==> src/hw/rfc_pkg.sv <==
// Constants, register map and flag layout for the reset-cause flag block.
package rfc_pkg;

	// ------------------------------------------------------------
	// Register map (byte addresses)
	// ------------------------------------------------------------
	localparam logic [7:0] RFC_OFS_CAUSE_A    = 8'h00;
	localparam logic [7:0] RFC_OFS_CAUSE_B    = 8'h04;
	localparam logic [7:0] RFC_OFS_CAUSE_C    = 8'h08;
	localparam logic [7:0] RFC_OFS_IWD_CFG    = 8'h0c;
	localparam logic [7:0] RFC_OFS_WWD_CFG    = 8'h10;
	localparam logic [7:0] RFC_OFS_IWD_REFRSH = 8'h14;
	localparam logic [7:0] RFC_OFS_WWD_REFRSH = 8'h18;

	// ------------------------------------------------------------
	// Flag positions
	// ------------------------------------------------------------
	localparam int RFC_A_W = 5;
	localparam int RFC_B_W = 10;
	localparam int A_POWER_ON   = 0;
	localparam int A_VMON0      = 1;
	localparam int A_VMON1      = 2;
	localparam int A_VMON2      = 3;
	localparam int A_DEEP_STBY  = 4;
	localparam int B_INDEP_WDOG = 0;
	localparam int B_WIN_WDOG   = 1;
	localparam int B_SOFT       = 2;
	localparam int B_RAM_PAR    = 3;
	localparam int B_RAM_ECC    = 4;
	localparam int B_BUS_SLAVE  = 5;
	localparam int B_BUS_MASTER = 6;
	localparam int B_STACK_PTR  = 7;
	localparam int B_SEC_STATE  = 8;
	localparam int B_CACHE_PAR  = 9;
	localparam int C_COLD_WARM  = 0;

	localparam logic [RFC_A_W-1:0] RFC_A_RESET    = 5'h01;
	localparam logic [RFC_B_W-1:0] RFC_B_RESET    = 10'h000;
	localparam logic               RFC_C_RESET    = 1'b0;
	localparam logic [RFC_A_W-1:0] RFC_A_PIN_CLR  = 5'h1f;
	localparam logic [RFC_B_W-1:0] RFC_B_PIN_COMN = 10'h04f;
	localparam logic [RFC_B_W-1:0] RFC_B_ONLY_V1  = 10'h0a0;
	localparam logic [RFC_B_W-1:0] RFC_B_ONLY_V2  = 10'h310;
	localparam logic [RFC_B_W-1:0] RFC_B_COMMON   = 10'h04f;

	// ------------------------------------------------------------
	// Watchdog settings
	// ------------------------------------------------------------
	localparam int RFC_WD_W = 16;
	localparam logic [RFC_WD_W-1:0] RFC_WD_RELOAD_RST = 16'hffff;
	localparam logic [7:0]          RFC_WD_KEY        = 8'ha5;
	localparam int RFC_CFG_EN  = 0;
	localparam int RFC_CFG_RLD = 16;

	// Flags of register B that exist in the chosen variant.
	function automatic logic [RFC_B_W-1:0] rfc_b_impl(input logic variant);
		return RFC_B_COMMON | (variant ? RFC_B_ONLY_V2 : RFC_B_ONLY_V1);
	endfunction : rfc_b_impl

endpackage : rfc_pkg

==> src/hw/rfc_wdog_if.sv <==
// Carrier between the register front end and one watchdog counter.
`timescale 1ns/100ps
interface rfc_wdog_if;
	import rfc_pkg::*;
	logic                enable;
	logic [RFC_WD_W-1:0] reload;
	logic                refresh;
	logic                key_ok;
	logic                fire;

	modport ctl (output enable, output reload, output refresh, output key_ok, input fire);
	modport wd  (input enable, input reload, input refresh, input key_ok, output fire);
endinterface : rfc_wdog_if

==> src/hw/rfc_wdog.sv <==
// Watchdog down-counter that requests a reset on underflow or bad refresh.
`timescale 1ns/100ps
module rfc_wdog
	import rfc_pkg::*;
#(
	parameter bit WINDOWED = 1'b0
) (
	input wire logic clk,   // System clock.
	input wire logic rst_n, // Power-on reset, active low.
	rfc_wdog_if.wd   wdi    // Control and reset request.
);

	logic [RFC_WD_W-1:0] count_reg;
	logic [RFC_WD_W-1:0] count_next;
	logic                fire_reg;
	logic                fire_next;
	logic                early;

	// ------------------------------------------------------------
	// Counter
	// ------------------------------------------------------------
	always_comb begin
		// A windowed dog refuses a refresh while above half the reload.
		early      = WINDOWED && (count_reg > (wdi.reload >> 1));
		count_next = count_reg;
		fire_next  = 1'b0;
		if (!wdi.enable) begin
			count_next = wdi.reload;
		end else if (wdi.refresh) begin
			count_next = wdi.reload;
			fire_next  = !wdi.key_ok || early;
		end else if (count_reg == '0) begin
			count_next = wdi.reload;
			fire_next  = 1'b1;
		end else begin
			count_next = count_reg - 1'b1;
		end
	end

	always_ff @(posedge clk or negedge rst_n) begin
		if (!rst_n) begin
			count_reg <= RFC_WD_RELOAD_RST;
			fire_reg  <= 1'b0;
		end else begin
			count_reg <= count_next;
			fire_reg  <= fire_next;
		end
	end

	assign wdi.fire = fire_reg;

endmodule : rfc_wdog

==> src/hw/rfc_reset_flags.sv <==
// Reset-cause flag retention and clearing with APB access and two watchdogs.
//
// Added by the designer: the register addresses and the APB slave port.
`timescale 1ns/100ps
module rfc_reset_flags
	import rfc_pkg::*;
#(
	parameter bit VARIANT = 1'b0
) (
	input  wire logic        clk,             // System clock, 125 MHz.
	input  wire logic        rst_n,           // Power-on reset, active low.
	input  wire logic        psel,            // APB select.
	input  wire logic        penable,         // APB access phase.
	input  wire logic        pwrite,          // APB write.
	input  wire logic [7:0]  paddr,           // APB byte address.
	input  wire logic [31:0] pwdata,          // APB write data.
	output logic      [31:0] prdata,          // APB read data.
	output logic             pready,          // APB ready.
	output logic             pslverr,         // APB error on unmapped address.
	input  wire logic        pin_reset_evt,   // External pin reset event pulse.
	input  wire logic        vmon0_evt,       // Voltage monitor 0 reset pulse.
	input  wire logic        vmon1_evt,       // Voltage monitor 1 reset pulse.
	input  wire logic        vmon2_evt,       // Voltage monitor 2 reset pulse.
	input  wire logic        deep_stby_evt,   // Deep standby reset pulse.
	input  wire logic        soft_evt,        // Software reset pulse.
	input  wire logic        ram_par_evt,     // RAM parity reset pulse.
	input  wire logic        ram_ecc_evt,     // RAM ECC reset pulse.
	input  wire logic        bus_slave_evt,   // Bus slave protection pulse.
	input  wire logic        bus_master_evt,  // Bus master protection pulse.
	input  wire logic        stack_ptr_evt,   // Stack pointer error pulse.
	input  wire logic        sec_state_evt,   // Security state error pulse.
	input  wire logic        cache_par_evt,   // Cache parity error pulse.
	output logic             indep_wdog_rst,  // Independent watchdog reset request.
	output logic             window_wdog_rst  // Window watchdog reset request.
);

	logic [RFC_A_W-1:0]  cause_a_reg;
	logic [RFC_A_W-1:0]  cause_a_next;
	logic [RFC_B_W-1:0]  cause_b_reg;
	logic [RFC_B_W-1:0]  cause_b_next;
	logic                cold_warm_reg;
	logic                cold_warm_next;
	logic [31:0]         iwd_cfg_reg;
	logic [31:0]         iwd_cfg_next;
	logic [31:0]         wwd_cfg_reg;
	logic [31:0]         wwd_cfg_next;
	logic [31:0]         prdata_next;
	logic                pready_next;
	logic                pslverr_next;
	logic                iwd_rst_next;
	logic                wwd_rst_next;
	logic [RFC_A_W-1:0]  set_a;
	logic [RFC_B_W-1:0]  set_b;
	logic [RFC_A_W-1:0]  clr_a;
	logic [RFC_B_W-1:0]  clr_b;
	logic                wr_done;
	logic                access;

	rfc_wdog_if iwd_if ();
	rfc_wdog_if wwd_if ();

	// The two dogs differ only in the refresh window.
	rfc_wdog #(.WINDOWED(1'b0)) u_indep (.clk(clk), .rst_n(rst_n), .wdi(iwd_if.wd));
	rfc_wdog #(.WINDOWED(1'b1)) u_window (.clk(clk), .rst_n(rst_n), .wdi(wwd_if.wd));

	function automatic logic addr_known(input logic [7:0] a);
		return a == RFC_OFS_CAUSE_A || a == RFC_OFS_CAUSE_B || a == RFC_OFS_CAUSE_C
			|| a == RFC_OFS_IWD_CFG || a == RFC_OFS_WWD_CFG
			|| a == RFC_OFS_IWD_REFRSH || a == RFC_OFS_WWD_REFRSH;
	endfunction : addr_known

	// Passing every operand keeps continuous assignments sensitive to all of them.
	function automatic logic wr_hit(
		input logic       d,
		input logic [7:0] a,
		input logic [7:0] ofs
	);
		return d && a == ofs;
	endfunction : wr_hit

	// ------------------------------------------------------------
	// Watchdog control
	// ------------------------------------------------------------
	assign access          = psel && penable;
	assign wr_done         = access && pready && pwrite;
	assign iwd_if.enable   = iwd_cfg_reg[RFC_CFG_EN];
	assign iwd_if.reload   = iwd_cfg_reg[RFC_CFG_RLD +: RFC_WD_W];
	assign iwd_if.refresh  = wr_hit(wr_done, paddr, RFC_OFS_IWD_REFRSH);
	// Both dogs see the same key compare; only the address picks the one refreshed.
	assign iwd_if.key_ok   = pwdata[7:0] == RFC_WD_KEY;
	assign wwd_if.enable   = wwd_cfg_reg[RFC_CFG_EN];
	assign wwd_if.reload   = wwd_cfg_reg[RFC_CFG_RLD +: RFC_WD_W];
	assign wwd_if.refresh  = wr_hit(wr_done, paddr, RFC_OFS_WWD_REFRSH);
	assign wwd_if.key_ok   = pwdata[7:0] == RFC_WD_KEY;

	// ------------------------------------------------------------
	// Cause flags
	// ------------------------------------------------------------
	always_comb begin
		set_a = '0;
		set_b = '0;
		set_a[A_VMON0]      = vmon0_evt;
		set_a[A_VMON1]      = vmon1_evt;
		set_a[A_VMON2]      = vmon2_evt;
		set_a[A_DEEP_STBY]  = deep_stby_evt;
		set_b[B_INDEP_WDOG] = iwd_if.fire;
		set_b[B_WIN_WDOG]   = wwd_if.fire;
		set_b[B_SOFT]       = soft_evt;
		set_b[B_RAM_PAR]    = ram_par_evt;
		set_b[B_RAM_ECC]    = ram_ecc_evt;
		set_b[B_BUS_SLAVE]  = bus_slave_evt;
		set_b[B_BUS_MASTER] = bus_master_evt;
		set_b[B_STACK_PTR]  = stack_ptr_evt;
		set_b[B_SEC_STATE]  = sec_state_evt;
		set_b[B_CACHE_PAR]  = cache_par_evt;
		// Flags that a variant lacks are masked so they always read zero.
		set_b = set_b & rfc_b_impl(VARIANT);
		clr_a = '0;
		clr_b = '0;
		// The pin reset clears every other source's flag; it has no flag of its own.
		if (pin_reset_evt) begin
			clr_a = RFC_A_PIN_CLR;
			clr_b = RFC_B_PIN_COMN | (VARIANT ? RFC_B_ONLY_V2 : RFC_B_ONLY_V1);
		end
		// Software clears a flag by writing zero; a new event still wins.
		if (wr_hit(wr_done, paddr, RFC_OFS_CAUSE_A)) begin
			clr_a = clr_a | ~pwdata[RFC_A_W-1:0];
		end
		if (wr_hit(wr_done, paddr, RFC_OFS_CAUSE_B)) begin
			clr_b = clr_b | ~pwdata[RFC_B_W-1:0];
		end
		cause_a_next = (cause_a_reg & ~clr_a) | set_a;
		cause_b_next = (cause_b_reg & ~clr_b) | set_b;
		// The pin reset leaves this flag alone so a warm start is visible.
		cold_warm_next = cold_warm_reg;
		if (wr_hit(wr_done, paddr, RFC_OFS_CAUSE_C) && pwdata[C_COLD_WARM]) begin
			cold_warm_next = 1'b1;
		end
	end

	// Power-on is the only reset of this block, so it alone loads the reset values.
	always_ff @(posedge clk or negedge rst_n) begin
		if (!rst_n) begin
			cause_a_reg   <= RFC_A_RESET;
			cause_b_reg   <= RFC_B_RESET;
			cold_warm_reg <= RFC_C_RESET;
		end else begin
			cause_a_reg   <= cause_a_next;
			cause_b_reg   <= cause_b_next;
			cold_warm_reg <= cold_warm_next;
		end
	end

	// ------------------------------------------------------------
	// Watchdog configuration and reset requests
	// ------------------------------------------------------------
	always_comb begin
		iwd_cfg_next = iwd_cfg_reg;
		wwd_cfg_next = wwd_cfg_reg;
		// A counter starts from the reload it held while disabled, so software
		// writes a new reload first and sets the enable bit in a second write.
		if (wr_hit(wr_done, paddr, RFC_OFS_IWD_CFG)) begin
			iwd_cfg_next = pwdata;
		end
		if (wr_hit(wr_done, paddr, RFC_OFS_WWD_CFG)) begin
			wwd_cfg_next = pwdata;
		end
		// One more register stage keeps the request pins straight off flip-flops.
		iwd_rst_next = iwd_if.fire;
		wwd_rst_next = wwd_if.fire;
	end

	always_ff @(posedge clk or negedge rst_n) begin
		if (!rst_n) begin
			iwd_cfg_reg     <= {RFC_WD_RELOAD_RST, 16'h0000};
			wwd_cfg_reg     <= {RFC_WD_RELOAD_RST, 16'h0000};
			indep_wdog_rst  <= 1'b0;
			window_wdog_rst <= 1'b0;
		end else begin
			iwd_cfg_reg     <= iwd_cfg_next;
			wwd_cfg_reg     <= wwd_cfg_next;
			indep_wdog_rst  <= iwd_rst_next;
			window_wdog_rst <= wwd_rst_next;
		end
	end

	// ------------------------------------------------------------
	// APB slave: answers on the second access cycle
	// ------------------------------------------------------------
	always_comb begin
		pready_next  = 1'b0;
		pslverr_next = 1'b0;
		prdata_next  = '0;
		if (access && !pready) begin
			pready_next  = 1'b1;
			// Unmapped offsets answer with an error and read as zero.
			pslverr_next = !addr_known(paddr);
			if (!pwrite) begin
				unique case (paddr)
					RFC_OFS_CAUSE_A: prdata_next = {27'h0000000, cause_a_reg};
					RFC_OFS_CAUSE_B: prdata_next = {22'h000000, cause_b_reg};
					RFC_OFS_CAUSE_C: prdata_next = {31'h00000000, cold_warm_reg};
					RFC_OFS_IWD_CFG: prdata_next = iwd_cfg_reg;
					RFC_OFS_WWD_CFG: prdata_next = wwd_cfg_reg;
					default:         prdata_next = '0;
				endcase
			end
		end
	end

	// Read data returns to zero after the answer so a stale word never lingers.
	always_ff @(posedge clk or negedge rst_n) begin
		if (!rst_n) begin
			prdata  <= '0;
			pready  <= 1'b0;
			pslverr <= 1'b0;
		end else begin
			prdata  <= prdata_next;
			pready  <= pready_next;
			pslverr <= pslverr_next;
		end
	end

endmodule : rfc_reset_flags

==> config.mk <==
export PLATFORM = sky130hd
export DESIGN_NAME = rfc_reset_flags
export DESIGN_NICKNAME = d
export VERILOG_FILES = /design/src/hw/rfc_pkg.sv /design/src/hw/rfc_wdog_if.sv /design/src/hw/rfc_wdog.sv /design/src/hw/rfc_reset_flags.sv
export SDC_FILE = /design/constraint.sdc
export NUM_CORES = 1
export LEC_CHECK = 0
export BUFFER_PORTS_ARGS = -buffer_cell sky130_fd_sc_hd__buf_2
export CELL_PAD_IN_SITES_DETAIL_PLACEMENT = 2
export CELL_PAD_IN_SITES_GLOBAL_PLACEMENT = 2
export CORE_MARGIN = 2
export CORE_UTILIZATION = 42
export DETAILED_ROUTE_END_ITERATION = 10
export PLACE_DENSITY_LB_ADDON = 0.1
export SKIP_LAST_GASP = 1
export SLEW_MARGIN = 20
export SYNTH_ARGS = -nofsm -noshare
export SYNTH_HDL_FRONTEND = slang
export SYNTH_SLANG_ARGS = --single-unit
==> constraint.sdc <==
create_clock -name clk -period 3.9 [get_ports clk]
set_input_delay 0.78 -clock clk [delete_from_list [all_inputs] [get_ports clk]]
set_output_delay 0.78 -clock clk [all_outputs]
set_load 0.01 [all_outputs]
* After elaboration in Yosys (flattened, before gate mapping) *
Index checks and enable logic that the tools add are counted.

word-level totals
  register bits after elaboration = 150
  input bits = 58
  output and inout port bits = 36
  word-level logic and storage cells = 80

operators by class
  add/subtract/negate cells = 2
  order comparisons = 1
  equal/unequal tests = 7
  muxes and demuxes = 21
  bitwise logic cells = 10
  reductions and logical operators = 25

operator list
  kind                     count
  $pmux W32 S5             1
  $mux W16                 6
  $mux W32                 2
  $logic_not A16 Y1        2
  $sub A16 B1 Y16 const B  2
  $eq A8 B5 Y1 const B     3
  $not A10 Y10             2
  $eq A8 B4 Y1 const B     2
  $gt A16 B15 Y1           1
  $logic_and A1 B1 Y1      12
  $and A10 B10 Y10         1
  $mux W10                 1
  $mux W5                  2
  $not A5 Y5               2
  $or A10 B10 Y10          1
  $or A10 B8 Y10           1
  $or A5 B5 Y5             2
  $eq A8 B3 Y1 const B     1
  $eq A8 B8 Y1 const B     1
  $logic_not A8 Y1         1
  $mux W1                  8
  $mux W8                  1
  $logic_or A1 B1 Y1       7
  $and A5 B5 Y5            1
  $logic_not A1 Y1         3

* Depth between registers and ports, before layout *
  depth after elaboration = 9
  mapped depth = 9
  gate-level depth less buffers = 7

* Cells and area by module *
Synthesis repeated with hierarchy kept, for this count alone.

unflattened totals
  cells, all modules = 585
  area total of the unflattened synthesis = 6944.2 um2

by module, submodules not included
  module               instances  cells each  area each (um2)  seq. area each (um2)
  rfc_reset_flags      1          337         4638.2           2944.1
  rfc_wdog (u_window)  1          150         1348.8           445.4
  rfc_wdog (u_indep)   1          98          957.2            445.4

* Worst setup path before layout *
Ideal clock, no wire load.

  kind = input port to flip-flop
  start point = in paddr[1]
  end point = reg wwd_cfg_reg[0]
  setup time = 0.125 ns
  arrival = 2.489 ns
  data required time = 3.775 ns
  slack = 1.286 ns
  stages on the path = 8
  path buffers = 3
  cells stage by stage = or4_4 nor2_2 and3_1 buf_2 and2b_1 buf_4 buf_6 mux2_2

between the ends
  word-level cells in the longest chain between the ends = 2

RTL lines
  item                    line                    RTL
  start: declaration      rfc_reset_flags.sv:15   input wire logic [7:0] paddr,
  $eq A8 B5 Y1            rfc_reset_flags.sv:78   return d && a == ofs;
  $logic_and A1 B1 Y1     rfc_reset_flags.sv:78
  end signal: assignment  rfc_reset_flags.sv:176  wwd_cfg_reg <= {RFC_WD_RELOAD_RST, 16'h0000};
  end signal: assignment  rfc_reset_flags.sv:181  wwd_cfg_reg <= wwd_cfg_next;
  end: declaration        rfc_reset_flags.sv:45   logic [31:0] wwd_cfg_reg;

Every way passes these cells.
A chain may end at the register's enable or synchronous reset.

* Worst setup path after layout *
  start point = in paddr[1]
  end point = reg u_window.count_reg[0]

between the ends
  word-level cells in the longest chain between the ends = 4

RTL lines
  item                              line                   RTL
  $eq A8 B5 Y1                      rfc_reset_flags.sv:78
  $logic_and A1 B1 Y1               rfc_reset_flags.sv:78
  $mux W16                          rfc_wdog.sv:29         end else if (wdi.refresh) begin
  $mux W16                          rfc_wdog.sv:27         if (!wdi.enable) begin
  named net u_window.count_next[0]  rfc_wdog.sv:14         logic [RFC_WD_W-1:0] count_next;
  end signal: assignment            rfc_wdog.sv:45         count_reg <= count_next;
  end: declaration                  rfc_wdog.sv:13         logic [RFC_WD_W-1:0] count_reg;

The timed path passes the listed nets, and every way through them passes these cells.

==> reports/metrics.yaml <==
sta:
  maxClockFrequency_ghz: 0.383
  finalSetupViolCount: 0
  layout_setup_ws_ps: 1290
  slew_headroom: 0.336
  fin_worst_skew_ps: 8.82
  finalCriticalPeriod_ps: 2610
  tightest_slew_ps: 995
  tns_ps: 0
  hold_viol: 0
  fin_crit_sh: 0.669
  rsz0062_at_grt: "false"
  timing.final.max_slew_violations: 0
routing:
  wl_met3_um: 581
  routed_wl_um: 18900
  via_per_inst: 5.37
  drc_errors: 0
  drtPass1Iterations: 4
  top_layer: "met4"
  num_vias: 4734
  wire_per_inst_um: 21.4
  dr_wl_met2_um: 9880
  wl_met1_um: 8180
  first_iter_violations: 127
  antenna_left: 0
synthesis:
  synthArstFlopShare: 1.00
  synth_simple_gate_area_share: 0.114
  syn_nets: 632
  synth_seq_cells: 150
  synth_compound_area_frac: 0.0744
  synth-seq-area-share: 0.551
  syn_area_mm2: 0.00696
  yosys.area.top_type: "dfrtp_1"
  synthCells: 555
  ys_types: 53
  synth_ff_type: "dfrtp_1"
  synth_edf_count: 0
  synth-adder-area-share: 0.0342
  syn_area_per_cell_um2: 12.5
  yosysWarnings: 0
  synth.area.top_cells: "dfrtp_1 (31%), dfstp_2 (25%), mux2_1 (7.0%), mux2_2 (6.0%), a22oi_1 (3.8%)"
  synth_top_area_share: 0.306
  synth_top_family_by_area: "multiplexers"
  synthXorXnorAreaFrac: 0.0327
  synth.mux.area_fraction: 0.157
floorplanning:
  ios: 94
  die_w_um: 133
  dieHeight_um: 133
  die_area_mm2: 0.0176
  rows: 47
  fp.coreArea_mm2: 0.0164
  start_util: 0.424
placement:
  place_area_mm2: 0.00761
  dp_slack_ps: 834
  portBuffers: 90
  place_inst: 850
  dp_hpwl_um: 13000
  gp_congestion: 0.785
pwr:
  leakagePower_uw: 0.00384
  power_density_mw_per_mm2: 428
  peakVddDrop_uv: 316
finish:
  final_cell_mix: "buf_2 (89), dfrtp_1 (85), dfstp_2 (65)"
  fin_cells: 882
  final_cell_area_mm2: 0.00826
  antennaDiodeCount: 0
  mostFrequentLayoutCell: "buf_2"
  area_growth_syn_to_layout_pct: 18.7
  drive_gt1_frac: 0.367
  final_nets: 726
global_routing:
  grt_pass1_wl_um: 30900
  overflow: 0
  antenna_found_initial: 0
  grt_max_degree: 79
  grt_pass1_vias: 5358
  grt_usage: 0.228
critical_path:
  critPathMaxFanout: 16
  timing.rr.start: "u_window.count_reg[0]"
  endpoint_kind: "flop"
  critPathBufInv: 1
  start_kind: "input port"
  crit_chain: "buf_2 -> or4_4 -> nor2_2 -> nand3_1 -> and3_1 -> mux2_2"
  worst_path_largest_cell_delay_ps: 620
  critPathSlowestCell: "and3_1"
  path_delay_family: "simple AND/OR/NAND/NOR gates"
  critPathKind: "in2reg"
  cp.arrival_ps: 2960
  r2r_cells: 7
  rrSetupSlack_ps: 1410
  crit_required_ps: 4250
  r2r-end: "u_window.count_reg[0]"
clocking:
  htreeDepth: 4
  path_clk_slew_ps: 60
  cts_setup_buffers: 0
  cts-resized-gates: 0
  clkLatencyLatePin_ps: 430
  cts_num_sinks: 150
  tritoncts: "done"
  clock_path_buffers: 2
  cts_inserted_buffers: 17
  holdBufCountCts: 0
  cts-root-buf: "clkbuf_16"
run_status:
  outcome: "finished clean"
worst_hold_path:
  holdCritPathClass: "in2async"
run:
  maxCapViolCount: 0
==> synth_stat cells, drive strengths merged, types with 7 or more instances <==
master,count
dfrtp,85
xnor2,14
mux2,80
clkbuf,9
nor3,13
mux2i,17
a21oi,13
dfstp,65
nand3,9
nand2,14
ha,19
nor4,7
nand2b,15
a22oi,35
nor2b,14
nor2,38
inv,22
xor2,12
o21ai,12
buf,16
==> where the power goes <==
part           total (µW)  switching (µW)  internal (µW)
Sequential           1580            7.51           1570
Clock                1820             682           1140
Combinational         134            83.3           50.3
Total                3530             773           2760
==> layout make-up <==
cell class | instances | area, µm²
Timing Repair Buffer | 100 | 544
Fill cell | 1608 | 8150
Clock inverter | 15 | 225
Sequential cell | 150 | 3830
Clock buffer | 17 | 425
Multi-Input combinational cell | 358 | 2870
Inverter | 22 | 82.6
Tap cell | 220 | 275
==> worst max path at each step <==
stage | start | to | slack, ps | depth (start not counted)
2_1_floorplan | paddr[1] | wwd_cfg_reg[0] | 1290 | 8
3_3_place_gp | paddr[1] | u_window.count_reg[0] | 890 | 6
3_5_place_dp | paddr[1] | u_window.count_reg[0] | 830 | 6
4_1_cts | paddr[1] | iwd_cfg_reg[13] | 1300 | 7
5_1_grt | paddr[1] | u_window.count_reg[0] | 1160 | 6
6_report | paddr[1] | u_window.count_reg[0] | 1290 | 6
==> layer usage <==
metal / vias to the layer above / track usage
li1: 2155 / -
met1: 2483 / 0.292
met2: 76 / 0.390
met3: 20 / 0.0490
met4: 0 / 0.0663
met5: - / 0
==> through the flow <==
step / power, µW / utilization / hold WS [ps]
floorplan: 1650 / - / 346
global placement: 1740 / 0.464 / 365
detailed placement: 1740 / 0.464 / 371
CTS: 3570 / 0.503 / 383
global route: 3650 / 0.503 / 390
finish: 3530 / 0.503 / 367
==> logic make-up (layout without fill, tap and decap cells) <==
family | Yosys count | after routing
DFF | 150 | 150
xor gates and xnor gates | 26 | 26
muxes | 98 | 98
buffers and inverters | 47 | 154
and+or+nand+nor | 138 | 138
AOI/OAI and AO/OA | 77 | 77
adders and majority gates | 19 | 19
Note: power is estimated with default switching activity, not from simulation.
